`src/pin_mux_pkg.sv`:
```
/*
 * Shared constants for the port pin function multiplexer: pin counts,
 * port B line 0 function codes, reset values and synchroniser depth.
 * Assumes nothing of its surroundings; it is compiled before the mux.
 */
`default_nettype none
package pin_mux_pkg;

   // ------------------------------------------------------------------
   // Sizes
   // ------------------------------------------------------------------
   localparam int PA_LINES   = 4;     // Port A lines handled here
   localparam int SYNC_DEPTH = 2;     // Flops on every pin input

   // ------------------------------------------------------------------
   // Port B line 0 function select (Gray along gpio, timer, converter)
   // ------------------------------------------------------------------
   typedef enum logic [1:0] {
      PB0_GPIO  = 2'h0,
      PB0_TIMER = 2'h1,
      PB0_CONV  = 2'h3
   } pb0_mode_e;

   // ------------------------------------------------------------------
   // Reset values
   // ------------------------------------------------------------------
   localparam logic       RST_BIT  = 1'h0;    // Any single output bit but slave select
   localparam logic [3:0] RST_NIB  = 4'h0;    // Any port A vector
   localparam logic       RST_SS_N = 1'h1;    // Slave select idles high

endpackage
`default_nettype wire

```
`src/port_pin_function_mux.sv`:
```
/*
 * Port pin function multiplexer for port B line 0 and port A lines 0..3.
 * Assumes the GPIO, timer, converter, SPI and wake-up logic sit on CLK_I,
 * and that the pad cells resolve the wire from output and output enable.
 */
`timescale 1ns/10ps
`default_nettype none
// ---------------------------------------------------------------------
// ---------------------------------------------------------------------
module port_pin_function_mux #(
   parameter int PA_W = pin_mux_pkg::PA_LINES   // Port A lines, fixed map
) (
   input  wire logic              CLK_I,            // System clock 20 MHz
   input  wire logic              RESETN_I,         // Async reset, low
   // Port B line 0 pad
   input  wire logic              PB0_PIN_I,        // Pad level
   output logic                   PB0_PIN_O,        // Pad drive value
   output logic                   PB0_PIN_OE_O,     // Pad drive enable
   output logic                   PB0_PULLUP_O,     // Pullup device on
   output logic                   PB0_CONV_EN_O,    // Analog path to converter_input3
   // Port B line 0 configuration and GPIO data
   input  wire logic [1:0]        PB0_MODE_I,       // Function select code
   input  wire logic              PB0_DIR_OUT_I,    // GPIO direction, 1 = out
   input  wire logic              PB0_DATA_I,       // GPIO output value
   input  wire logic              PB0_PULLUP_EN_I,  // Pullup request
   output logic                   PB0_IN_O,         // GPIO read value
   // Timer channel 0 (timer_channel0_pin)
   input  wire logic              TMR_CH0_O_I,      // Timer compare output
   input  wire logic              TMR_CH0_OE_I,     // Timer drives the pin
   output logic                   TMR_CH0_IN_O,     // Timer capture input
   // Port A pads
   input  wire logic [PA_W-1:0]   PA_PIN_I,         // Pad levels
   output logic [PA_W-1:0]        PA_PIN_O,         // Pad drive values
   output logic [PA_W-1:0]        PA_PIN_OE_O,      // Pad drive enables
   output logic [PA_W-1:0]        PA_PULLUP_O,      // Pullup devices on
   output logic [PA_W-1:0]        PA_PULLDN_O,      // Pulldown devices on
   // Port A configuration and GPIO data
   input  wire logic [PA_W-1:0]   PA_DIR_OUT_I,     // GPIO direction, 1 = out
   input  wire logic [PA_W-1:0]   PA_DATA_I,        // GPIO output values
   input  wire logic [PA_W-1:0]   PA_PULL_EN_I,     // Pull device request
   input  wire logic [PA_W-1:0]   PA_PULL_DN_I,     // 1 = pulldown, 0 = pullup
   input  wire logic [PA_W-1:0]   PA_WAKE_EN_I,     // Wake-up capability on
   output logic [PA_W-1:0]        PA_IN_O,          // GPIO read values
   output logic [PA_W-1:0]        WAKE_KEY_O,       // wake_key_bit3..0 levels
   // Client SPI
   input  wire logic              SPI_EN_I,         // Client SPI enabled
   input  wire logic              SPI_MISO_I,       // Serial data to host
   input  wire logic              SPI_MISO_OE_I,    // SPI drives MISO
   output logic                   SPI_MOSI_O,       // Serial data from host
   output logic                   SPI_SCLK_O,       // Serial clock from host
   output logic                   SPI_SS_N_O        // Slave select, low
);

   // ------------------------------------------------------------------
   // Elaboration check
   // ------------------------------------------------------------------
   // The SPI and wake mapping is fixed to four lines
   if (PA_W != pin_mux_pkg::PA_LINES) begin : g_bad_width
      $error("PA_W must be 4");
   end

   // ------------------------------------------------------------------
   // Pin synchronisers
   // ------------------------------------------------------------------
   logic [PA_W-1:0]  pa_meta_r;
   logic [PA_W-1:0]  pa_sync_r;
   logic             pb0_meta_r;
   logic             pb0_sync_r;

   // Two flops; only the second is read by any logic
   always_ff @(posedge CLK_I or negedge RESETN_I) begin
      if (!RESETN_I) begin
         pa_meta_r  <= pin_mux_pkg::RST_NIB;
         pa_sync_r  <= pin_mux_pkg::RST_NIB;
         pb0_meta_r <= pin_mux_pkg::RST_BIT;
         pb0_sync_r <= pin_mux_pkg::RST_BIT;
      end else begin
         pa_meta_r  <= PA_PIN_I;
         pa_sync_r  <= pa_meta_r;
         pb0_meta_r <= PB0_PIN_I;
         pb0_sync_r <= pb0_meta_r;
      end
   end

   // ------------------------------------------------------------------
   // Port B line 0
   // ------------------------------------------------------------------
   logic pb0_gpio;
   logic pb0_tmr;
   logic pb0_conv;

   // Unknown codes fall back to GPIO so the pin is never left orphaned
   assign pb0_tmr  = (PB0_MODE_I == pin_mux_pkg::PB0_TIMER);
   assign pb0_conv = (PB0_MODE_I == pin_mux_pkg::PB0_CONV);
   assign pb0_gpio = !pb0_tmr && !pb0_conv;

   // Drive, pull and analog path; converter mode frees the pad entirely
   always_ff @(posedge CLK_I or negedge RESETN_I) begin
      if (!RESETN_I) begin
         PB0_PIN_O     <= pin_mux_pkg::RST_BIT;
         PB0_PIN_OE_O  <= pin_mux_pkg::RST_BIT;
         PB0_PULLUP_O  <= pin_mux_pkg::RST_BIT;
         PB0_CONV_EN_O <= pin_mux_pkg::RST_BIT;
      end else begin
         PB0_PIN_O     <= pb0_tmr ? TMR_CH0_O_I : PB0_DATA_I;
         PB0_PIN_OE_O  <= (pb0_gpio && PB0_DIR_OUT_I) ||
                          (pb0_tmr && TMR_CH0_OE_I);
         // Pullup is pointless on a driven or analog pin, so it drops there
         PB0_PULLUP_O  <= PB0_PULLUP_EN_I && !pb0_conv &&
                          !(pb0_gpio && PB0_DIR_OUT_I) &&
                          !(pb0_tmr && TMR_CH0_OE_I);
         PB0_CONV_EN_O <= pb0_conv;
      end
   end

   // Read paths; the timer sees the pin only while it owns it
   always_ff @(posedge CLK_I or negedge RESETN_I) begin
      if (!RESETN_I) begin
         PB0_IN_O     <= pin_mux_pkg::RST_BIT;
         TMR_CH0_IN_O <= pin_mux_pkg::RST_BIT;
      end else begin
         PB0_IN_O     <= pb0_conv ? pin_mux_pkg::RST_BIT : pb0_sync_r;
         TMR_CH0_IN_O <= pb0_tmr && pb0_sync_r;
      end
   end

   // ------------------------------------------------------------------
   // Port A lines
   // ------------------------------------------------------------------
   logic [PA_W-1:0] pa_gpio_oe;
   logic [PA_W-1:0] pa_gpio_mask;

   // Under SPI all four lines leave the GPIO role
   assign pa_gpio_mask = SPI_EN_I ? pin_mux_pkg::RST_NIB : {PA_W{1'b1}};
   assign pa_gpio_oe   = PA_DIR_OUT_I & pa_gpio_mask;

   // Pad drive: only MISO is an output under SPI
   always_ff @(posedge CLK_I or negedge RESETN_I) begin
      if (!RESETN_I) begin
         PA_PIN_O    <= pin_mux_pkg::RST_NIB;
         PA_PIN_OE_O <= pin_mux_pkg::RST_NIB;
      end else begin
         PA_PIN_O    <= SPI_EN_I ? {1'b0, SPI_MISO_I, 2'b00} : PA_DATA_I;
         PA_PIN_OE_O <= SPI_EN_I ? {1'b0, SPI_MISO_OE_I, 2'b00} : pa_gpio_oe;
      end
   end

   // Pulls: pulldown needs wake-up enabled; SPI owns the lines so no pulls
   always_ff @(posedge CLK_I or negedge RESETN_I) begin
      if (!RESETN_I) begin
         PA_PULLUP_O <= pin_mux_pkg::RST_NIB;
         PA_PULLDN_O <= pin_mux_pkg::RST_NIB;
      end else begin
         PA_PULLUP_O <= PA_PULL_EN_I & ~PA_PULL_DN_I & ~pa_gpio_oe & pa_gpio_mask;
         PA_PULLDN_O <= PA_PULL_EN_I & PA_PULL_DN_I & PA_WAKE_EN_I &
                        ~pa_gpio_oe & pa_gpio_mask;
      end
   end

   // GPIO reads and wake key bits; each wake bit follows its own line
   always_ff @(posedge CLK_I or negedge RESETN_I) begin
      if (!RESETN_I) begin
         PA_IN_O    <= pin_mux_pkg::RST_NIB;
         WAKE_KEY_O <= pin_mux_pkg::RST_NIB;
      end else begin
         PA_IN_O    <= pa_sync_r & pa_gpio_mask;
         WAKE_KEY_O <= pa_sync_r & PA_WAKE_EN_I & pa_gpio_mask;
      end
   end

   // SPI inputs; idle values while disabled keep the SPI core quiet
   always_ff @(posedge CLK_I or negedge RESETN_I) begin
      if (!RESETN_I) begin
         SPI_MOSI_O <= pin_mux_pkg::RST_BIT;
         SPI_SCLK_O <= pin_mux_pkg::RST_BIT;
         SPI_SS_N_O <= pin_mux_pkg::RST_SS_N;
      end else begin
         SPI_MOSI_O <= SPI_EN_I && pa_sync_r[3];
         SPI_SCLK_O <= SPI_EN_I && pa_sync_r[1];
         SPI_SS_N_O <= !SPI_EN_I || pa_sync_r[0];
      end
   end
endmodule
`default_nettype wire

```
`config.mk`:
```
export PLATFORM = sky130hd
export DESIGN_NAME = port_pin_function_mux
export DESIGN_NICKNAME = d
export VERILOG_FILES = /design/src/pin_mux_pkg.sv /design/src/port_pin_function_mux.sv
export SDC_FILE = /design/constraint.sdc
export NUM_CORES = 1
export LEC_CHECK = 0
export BUFFER_PORTS_ARGS = -buffer_cell sky130_fd_sc_hd__buf_2
export CAP_MARGIN = 40
export CELL_PAD_IN_SITES_DETAIL_PLACEMENT = 1
export CELL_PAD_IN_SITES_GLOBAL_PLACEMENT = 1
export CORE_UTILIZATION = 34
export CTS_CLUSTER_SIZE = 28
export DETAILED_ROUTE_END_ITERATION = 10
export MAX_ROUTING_LAYER = met4
export PLACE_DENSITY = 0.84
export SYNTH_ARGS = -nofsm -noshare
export SYNTH_HDL_FRONTEND = slang
export SYNTH_SLANG_ARGS = --single-unit
```
`constraint.sdc`:
```
create_clock -name CLK_I -period 0.95 [get_ports CLK_I]
set_input_delay 0.1425 -clock CLK_I [delete_from_list [all_inputs] [get_ports CLK_I]]
set_output_delay 0.1425 -clock CLK_I [all_outputs]
set_load 0.05 [all_outputs]
```
---- Word-level counts from Yosys, hierarchy flattened ----
Index checks and enable logic that the tools add are counted.
operators by class
  mux-type cells .......................... 5
  equality and inequality tests ........... 2
  bitwise operators ....................... 13
  reductions and logical operators ........ 16
operators by type and width
  operator                                       count
  AND 4 bit                                      11
  two-way mux 4 bit                              3
  logical AND 1 bit                              9
  inverter 4 bit                                 2
  zero test 1 bit                                5
  == test 2 x 1 -> 1 bit, second input constant  1
  == test 2 bit, second input constant           1
  logical OR 1 bit                               2
  two-way mux 1 bit                              2
storage, ports and cells
  input bits .............................. 37
  output and inout bits ................... 33
  logic and storage cells ................. 55
  flip-flop bits (word level) ............. 43

---- Longest topological paths before layout ----
Gate-level depths: netlist of the first run.
  depth after elaboration ................. 7
  mapped depth ............................ 3

---- Worst setup path before layout of the first run ----
No wires, ideal clock.
  path type ............................... register to output
  start point ............................. register SPI_SS_N_O
  end point ............................... output port SPI_SS_N_O
  arrival ................................. 0.656 ns
  cell stages (with the launch flop) ...... 1
  path buffers ............................ 0
  path slack .............................. 0.152 ns
  cell sequence ........................... dfstp_2
RTL lines
  element                 RTL line                      text
  from (decl)             port_pin_function_mux.sv:51   output logic SPI_SS_N_O
  from (signal assigned)  port_pin_function_mux.sv:176  SPI_SS_N_O <= pin_mux_pkg::RST_SS_N;
  from (signal assigned)  port_pin_function_mux.sv:180  SPI_SS_N_O <= !SPI_EN_I || pa_sync_r[0];
No word-level cell between the ends.

---- Worst setup path after layout of the first run ----
  start point ............................. register SPI_SS_N_O
  end point ............................... output port SPI_SS_N_O
No word-level cell between the ends.

==> results.py, run 1 <==
metrics = {
    "outcome": {
        "outcome": "finished with violations",
        "violations": "negative setup slack",
    },
    "timing": {
        "rsz0062_at_grt": "yes",
        "hold_viol": 0,
        "period_needed_ns": 1.10,
        "finalCritPeriodShare_pct": 116,
        "drv_slew": 0,
        "setup_viol": 25,
        "timing.fmax_mhz": 907,
        "tightest_slew_ns": 0.379,
        "worst_slack_ns": -0.153,
        "finClkSkew_ns": 0.00123,
        "relSlewSlack_pct": 74.7,
    },
    "critical_path": {
        "crit_path_max_incr_delay_ns": 0.54,
        "rr_worst_depth": 2,
        "crit_chain": "buf_8",
        "worstSetupStartpoint": "SPI_SS_N_O",
        "crit_path_start_kind": "flip-flop",
        "critPathCaptureType": "output pin",
        "arrival_ns": 0.96,
        "r2r_setup_slack_ns": 0.15,
        "reg2reg_from": "pa_sync_r[0]",
        "crit_family": "flip-flops",
        "crit_end": "SPI_SS_N_O",
        "cp_slowest_cell": "dfstp_2",
        "required_ns": 0.81,
        "cp.depth": 1,
        "path_buf_inv": 1,
        "worst-path-max-fanout": 1,
        "r2r_end": "WAKE_KEY_O[0]",
        "crit_type": "reg2out",
    },
    "clock_tree": {
        "cts.sinks": 43,
        "cts_htree_levels": 2,
        "post_cts_buffers": 0,
        "tritoncts": "built",
        "clk_pin_slew_ns": 0.07,
        "cts-root-buf": "clkbuf_8",
        "clock_latency_ns": 0.28,
        "clock_path_buffers": 2,
        "cts_inserted_buffers": 5,
    },
    "power": {
        "power.density_nw_per_um2": 1660,
        "vdd_drop_max_uv": 1090,
        "internal_power_uw": 2700,
        "switchingPower_uw": 970,
        "p_leak_uw": 0.00112,
        "clock_power_share_pct": 29.2,
        "pwr-share-comb_pct": 17.5,
        "switching_share_pct": 26.5,
        "seq_power_share_pct": 53.3,
    },
    "logic_synthesis": {
        "synthesis.nets": 123,
        "synth_cell_type_count": 20,
        "synth-seq-cells": 43,
        "syn_area_per_cell_sq_um": 16.3,
        "synth_cells": 86,
        "yosysSeqAreaShare_pct": 76.8,
        "yosys_warnings": 0,
        "netlist_area_sq_um": 1400,
    },
    "grt": {
        "grt_pass1_vias": 1052,
        "grt.overflow.total": 0,
        "antenna_found_initial": 0,
        "grt_max_degree": 18,
        "grt_pass1_wl_um": 4880,
        "grt_use_total_pct": 16.3,
    },
    "route": {
        "routed-via-count": 979,
        "drt_first_pass_iters": 3,
        "routedWlPerCell_um": 14.1,
        "ant_nets": 0,
        "post-route-drc-count": 0,
        "wirelength_um": 3140,
        "drtIter0Drc": 51,
        "drt-vias-per-instance": 4.41,
    },
    "placed_design": {
        "placed_cells": 208,
        "hpwl_um": 2500,
        "dp_slack_ns": 0.0151,
        "gp_congestion": 0.713,
        "portBuffers": 69,
    },
    "layout": {
        "antenna_cells": 0,
        "fin_nets": 210,
        "drive_gt1_share_pct": 50.6,
        "fin_util_pct": 58.0,
        "stdcell_count": 222,
        "syn_to_final_growth_pct": 57.0,
    },
    "floorplan": {
        "die_h_um": 66.2,
        "rows": 22,
        "ioPinCount": 70,
        "core_area_sq_um": 3800,
        "die_area_sq_um": 4390,
        "die_x_um": 66.2,
        "start_util_pct": 36.9,
    },
    "job": {
        "maxCapViolCount": 0,
    },
    "worst_hold_path": {
        "holdCritPathClass": "in2reg",
    },
}
[how the worst min path moves through the flow]
stage	slack [ns]	startpoint	cells after the start	to
final	0.03	PA_PULL_DN_I[0]	2	PA_PULLUP_O[0]
after global routing	0.02	PA_PULL_DN_I[3]	2	PA_PULLUP_O[3]
after CTS	0.02	PA_PULL_DN_I[0]	2	PA_PULLUP_O[0]
after detailed placement	0.08	RESETN_I	1	pa_meta_r[2]
after global placement	0.07	RESETN_I	1	pa_meta_r[2]
after floorplan	-0.15	RESETN_I	0	PA_IN_O[0]
[power by group through the flow]
stage	registers (uW)	clock network [uW]	logic (uW)
6_report	1960	1070	641
5_1_grt	1960	1170	678
4_1_cts	1960	1100	647
3_5_place_dp	1980	0	549
3_3_place_gp	1970	0	530
2_1_floorplan	2200	0	82.0
[metal layers]
layer | track usage [%] | share of wire [%]
met1 | 14.4 | 34
met3 | 4.66 | 4.9
met4 | 5.59 | 1.3
met2 | 32.3 | 60
met5 | - | 0
[through the flow]
stage                     instance area (sq um)  TNS, ns  hold WS [ns]  power (uW)
after floorplan                            1400        0        -0.153        2290
after global placement                     1850        0        0.0729        2500
after detailed placement                   1850        0        0.0837        2520
after CTS                                  2200   -0.866        0.0200        3710
after global routing                       2200    -1.38        0.0205        3810
final                                      2200   -0.424        0.0288        3670
[worst register-to-register path, delay by kind of cell (launching register included)]
kind,cells,cell delay (ns)
flops,1,0.38
simple gates,2,0.31
[repair_timing]
| action | in CTS | in global routing |
|---|---|---|
| gates resized for setup | 67 | 0 |
| hold buffers | 6 | 0 |
| gates cloned | 0 | 0 |
| endpoints found under the hold margin | 15 | 0 |
| endpoints found under the setup margin | 33 | 33 |
[layout by cell type, fill, tap and decap left out]
| master | n |
|---|---|
| nor3b_1 | 2 |
| buf_6 | 32 |
| nor4b_1 | 5 |
| buf_2 | 36 |
| clkbuf_1 | 2 |
| and3b_1 | 1 |
| and2_1 | 7 |
| buf_12 | 1 |
| dfstp_2 | 1 |
| clkinv_2 | 1 |
| o21a_1 | 1 |
| nand3b_1 | 1 |
| nor2b_2 | 1 |
| and4_1 | 1 |
| dfrtp_1 | 42 |
| clkbuf_8 | 5 |
| a22o_1 | 1 |
| inv_1 | 1 |
| buf_4 | 6 |
| mux2_2 | 3 |
| nor2_1 | 2 |
| nand2b_1 | 1 |
| buf_8 | 1 |
| nor2b_1 | 5 |
| dlygate4sd3_1 | 6 |
| and2b_1 | 6 |
| nand2_1 | 2 |
| nor4b_2 | 1 |
[final cells by class]
class	instances	area [sq um]
Clock buffer	7	76.3
Clock inverter	1	5.00
Fill cell	397	1600
Inverter	1	3.75
Multi-Input combinational cell	40	299
Sequential cell	43	1080
Tap cell	48	60.1
Timing Repair Buffer	82	681
[logic make-up (layout without fill, tap and decap cells)]
group,after synthesis,in the layout,share of synthesized area [%]
AOI/OAI and AO/OA,2,2,1.16
and+or+nand+nor,35,35,17.8
muxes,3,3,2.41
DFF,43,43,76.8
buffers and inverters,3,91,1.87
[cells in the mapped netlist]
master / count / area share, %
a22o_1: 1 / 0.62
and2_1: 7 / 3.1
and2b_1: 6 / 3.2
and3b_1: 1 / 0.62
and4_1: 1 / 0.62
buf_6: 2 / 1.6
dfrtp_1: 42 / 75
dfstp_2: 1 / 1.9
inv_1: 1 / 0.27
mux2_2: 3 / 2.4
nand2_1: 2 / 0.54
nand2b_1: 1 / 0.45
nand3b_1: 1 / 0.54
nor2_1: 2 / 0.54
nor2b_1: 5 / 2.2
nor2b_2: 1 / 0.62
nor3b_1: 2 / 1.1
nor4b_1: 5 / 3.1
nor4b_2: 1 / 1.1
o21a_1: 1 / 0.54
[sequential cells by signal, indices dropped and copies added (netlist names), 4 cells and up]
name and flops:
pa_sync_r 4, PA_PIN_OE_O 4, pa_meta_r 4, PA_IN_O 4, PA_PIN_O 4, PA_PULLDN_O 4
PA_PULLUP_O 4, WAKE_KEY_O 4
Note: power is estimated with default switching activity, not from simulation.
==> inputs of run 2 (changes only) <==
- MAX_ROUTING_LAYER: met4 -> not set
==> run 2 against run 1 <==
The run still ends with negative setup slack left. Fmax about the same. Largest power group unchanged. Critical path type unchanged. Clock skew unchanged. Die area unchanged. Combinational power about the same. Critical path depth unchanged. Power down 0.12%.
==> results.py, run 2 (same netlist as run 1, synthesis figures left out) <==
metrics = {
    "timing": {
        "relSlewSlack_pct": 74.9,
        "tightest_slew_ns": 0.377,
        "rsz0062_at_grt": "yes",
        "finClkSkew_ns": 0.00123,
        "setup_viol": 25,
        "worst_slack_ns": -0.153,
        "hold_viol": 0,
        "finalCritPeriodShare_pct": 116,
        "period_needed_ns": 1.10,
        "drv_slew": 0,
        "hold_ws_ns": 0.0289,
        "timing.fmax_mhz": 907,
    },
    "critical_path": {
        "critPathCaptureType": "output pin",
        "path_buf_inv": 1,
        "worst-path-max-fanout": 1,
        "cp_slowest_cell": "dfstp_2",
        "crit_chain": "buf_8",
        "arrival_ns": 0.96,
        "crit_path_start_kind": "flip-flop",
        "crit_path_max_incr_delay_ns": 0.54,
        "crit_type": "reg2out",
        "required_ns": 0.81,
        "crit_family": "flip-flops",
    },
    "layout": {
        "fill_cells": 397,
        "drive_gt1_share_pct": 50.6,
        "fin_nets": 210,
        "final_cell_mix": "dfrtp_1, buf_2, buf_6",
        "syn_to_final_growth_pct": 57.0,
        "antenna_cells": 0,
        "fin_util_pct": 58.0,
        "final_common_cell": "dfrtp_1",
    },
    "route": {
        "drtIter0Drc": 47,
        "routedWlPerCell_um": 14.1,
        "routed-via-count": 984,
        "drt-vias-per-instance": 4.43,
        "ant_nets": 0,
        "wirelength_um": 3130,
        "post-route-drc-count": 0,
        "drt_first_pass_iters": 3,
    },
    "floorplan": {
        "die_area_sq_um": 4390,
        "die_h_um": 66.2,
        "core_area_sq_um": 3800,
        "ioPinCount": 70,
        "start_util_pct": 36.9,
        "rows": 22,
        "die_x_um": 66.2,
    },
    "placed_design": {
        "hpwl_um": 2500,
        "gp_congestion": 0.706,
        "portBuffers": 69,
    },
    "grt": {
        "grt_pass1_wl_um": 4880,
        "grt.overflow.total": 0,
        "antenna_found_initial": 0,
        "grt_max_degree": 18,
        "grt_pass1_vias": 1052,
        "grt_use_total_pct": 15.9,
    },
    "power": {
        "pwr-share-comb_pct": 17.5,
        "p_leak_uw": 0.00112,
        "power.density_nw_per_um2": 1660,
        "seq_power_share_pct": 53.4,
        "vdd_drop_max_uv": 1090,
        "internal_power_uw": 2700,
        "switching_share_pct": 26.4,
        "switchingPower_uw": 966,
        "total_power_uw": 3660,
        "clock_power_share_pct": 29.1,
    },
    "job": {
        "maxCapViolCount": 0,
    },
    "clock_tree": {
        "clk_pin_slew_ns": 0.07,
        "clock_latency_ns": 0.28,
        "clock_path_buffers": 2,
        "cts-root-buf": "clkbuf_8",
        "cts_htree_levels": 2,
        "tritoncts": "built",
        "cts.sinks": 43,
        "cts_inserted_buffers": 5,
    },
    "worst_hold_path": {
        "holdCritPathClass": "in2reg",
    },
    "outcome": {
        "outcome": "finished with violations",
        "violations": "negative setup slack",
    },
}
## run 2: cell counts in the layout (fill, tap and decap cells not counted)
Identical to the previous run, type by type.
## run 2: layer usage
metal  wire [um]  vias up  global-route usage (%)  share of wire (%)
met5           0        -                       0                  0
met3         180        5                    5.17                5.8
met4          42        0                    5.59                1.3
met1        1020      486                    14.0                 32
li1            -      454                       -                  -
met2        1890       39                    32.4                 60
## run 2: repair_timing
item | 4_1_cts | 5_1_grt
setup buffers | 0 | 0
resized for setup | 67 | 0
hold endpoints to repair | 15 | 0
hold buffers | 6 | 0
endpoints found under the setup margin | 33 | 33
## run 2: final timing paths
| check | endpoint | startpoint | slack [ns] | cells past startpoint |
|---|---|---|---|---|
| setup reg to reg | WAKE_KEY_O[0] | pa_sync_r[0] | 0.15 | 2 |
| hold / removal | PA_PULLUP_O[0] | PA_PULL_DN_I[0] | 0.03 | 2 |
| hold reg to reg | pa_sync_r[1] | pa_meta_r[1] | 0.35 | 0 |
| max in group asynchronous | PA_PULLDN_O[0] | RESETN_I | 0.23 | 3 |
| setup / recovery | SPI_SS_N_O | SPI_SS_N_O | -0.15 | 1 |
| min in group asynchronous | PB0_PULLUP_O | RESETN_I | 0.31 | 2 |
## run 2: final cells by class
class                      count  area, sq um  share of cell area, %
clock buffer                   7         76.3                   3.47
inverter                       1         3.75                  0.170
multi-input combinational     40          299                   13.6
clock inverter                 1         5.00                  0.227
sequential                    43         1080                   48.9
tap                           48         60.1                   2.73
timing repair buffer          82          681                   30.9
## run 2: metrics by stage
step	instances	setup slack (ns)	TNS, ns	area, sq um
after floorplan	86	0.152	0	1400
after global placement	208	0.0680	0	1850
after global routing	222	-0.187	-1.37	2200
after CTS	222	-0.164	-0.866	2200
final	222	-0.153	-0.399	2200
after detailed placement	208	0.0151	0	1850
## run 2: power groups by stage
stage	Combinational [uW]	Sequential, uW	Clock (uW)
6_report	640	1960	1070
5_1_grt	678	1960	1170
4_1_cts	647	1960	1100
3_5_place_dp	549	1980	0
3_3_place_gp	530	1970	0
2_1_floorplan	82.0	2200	0
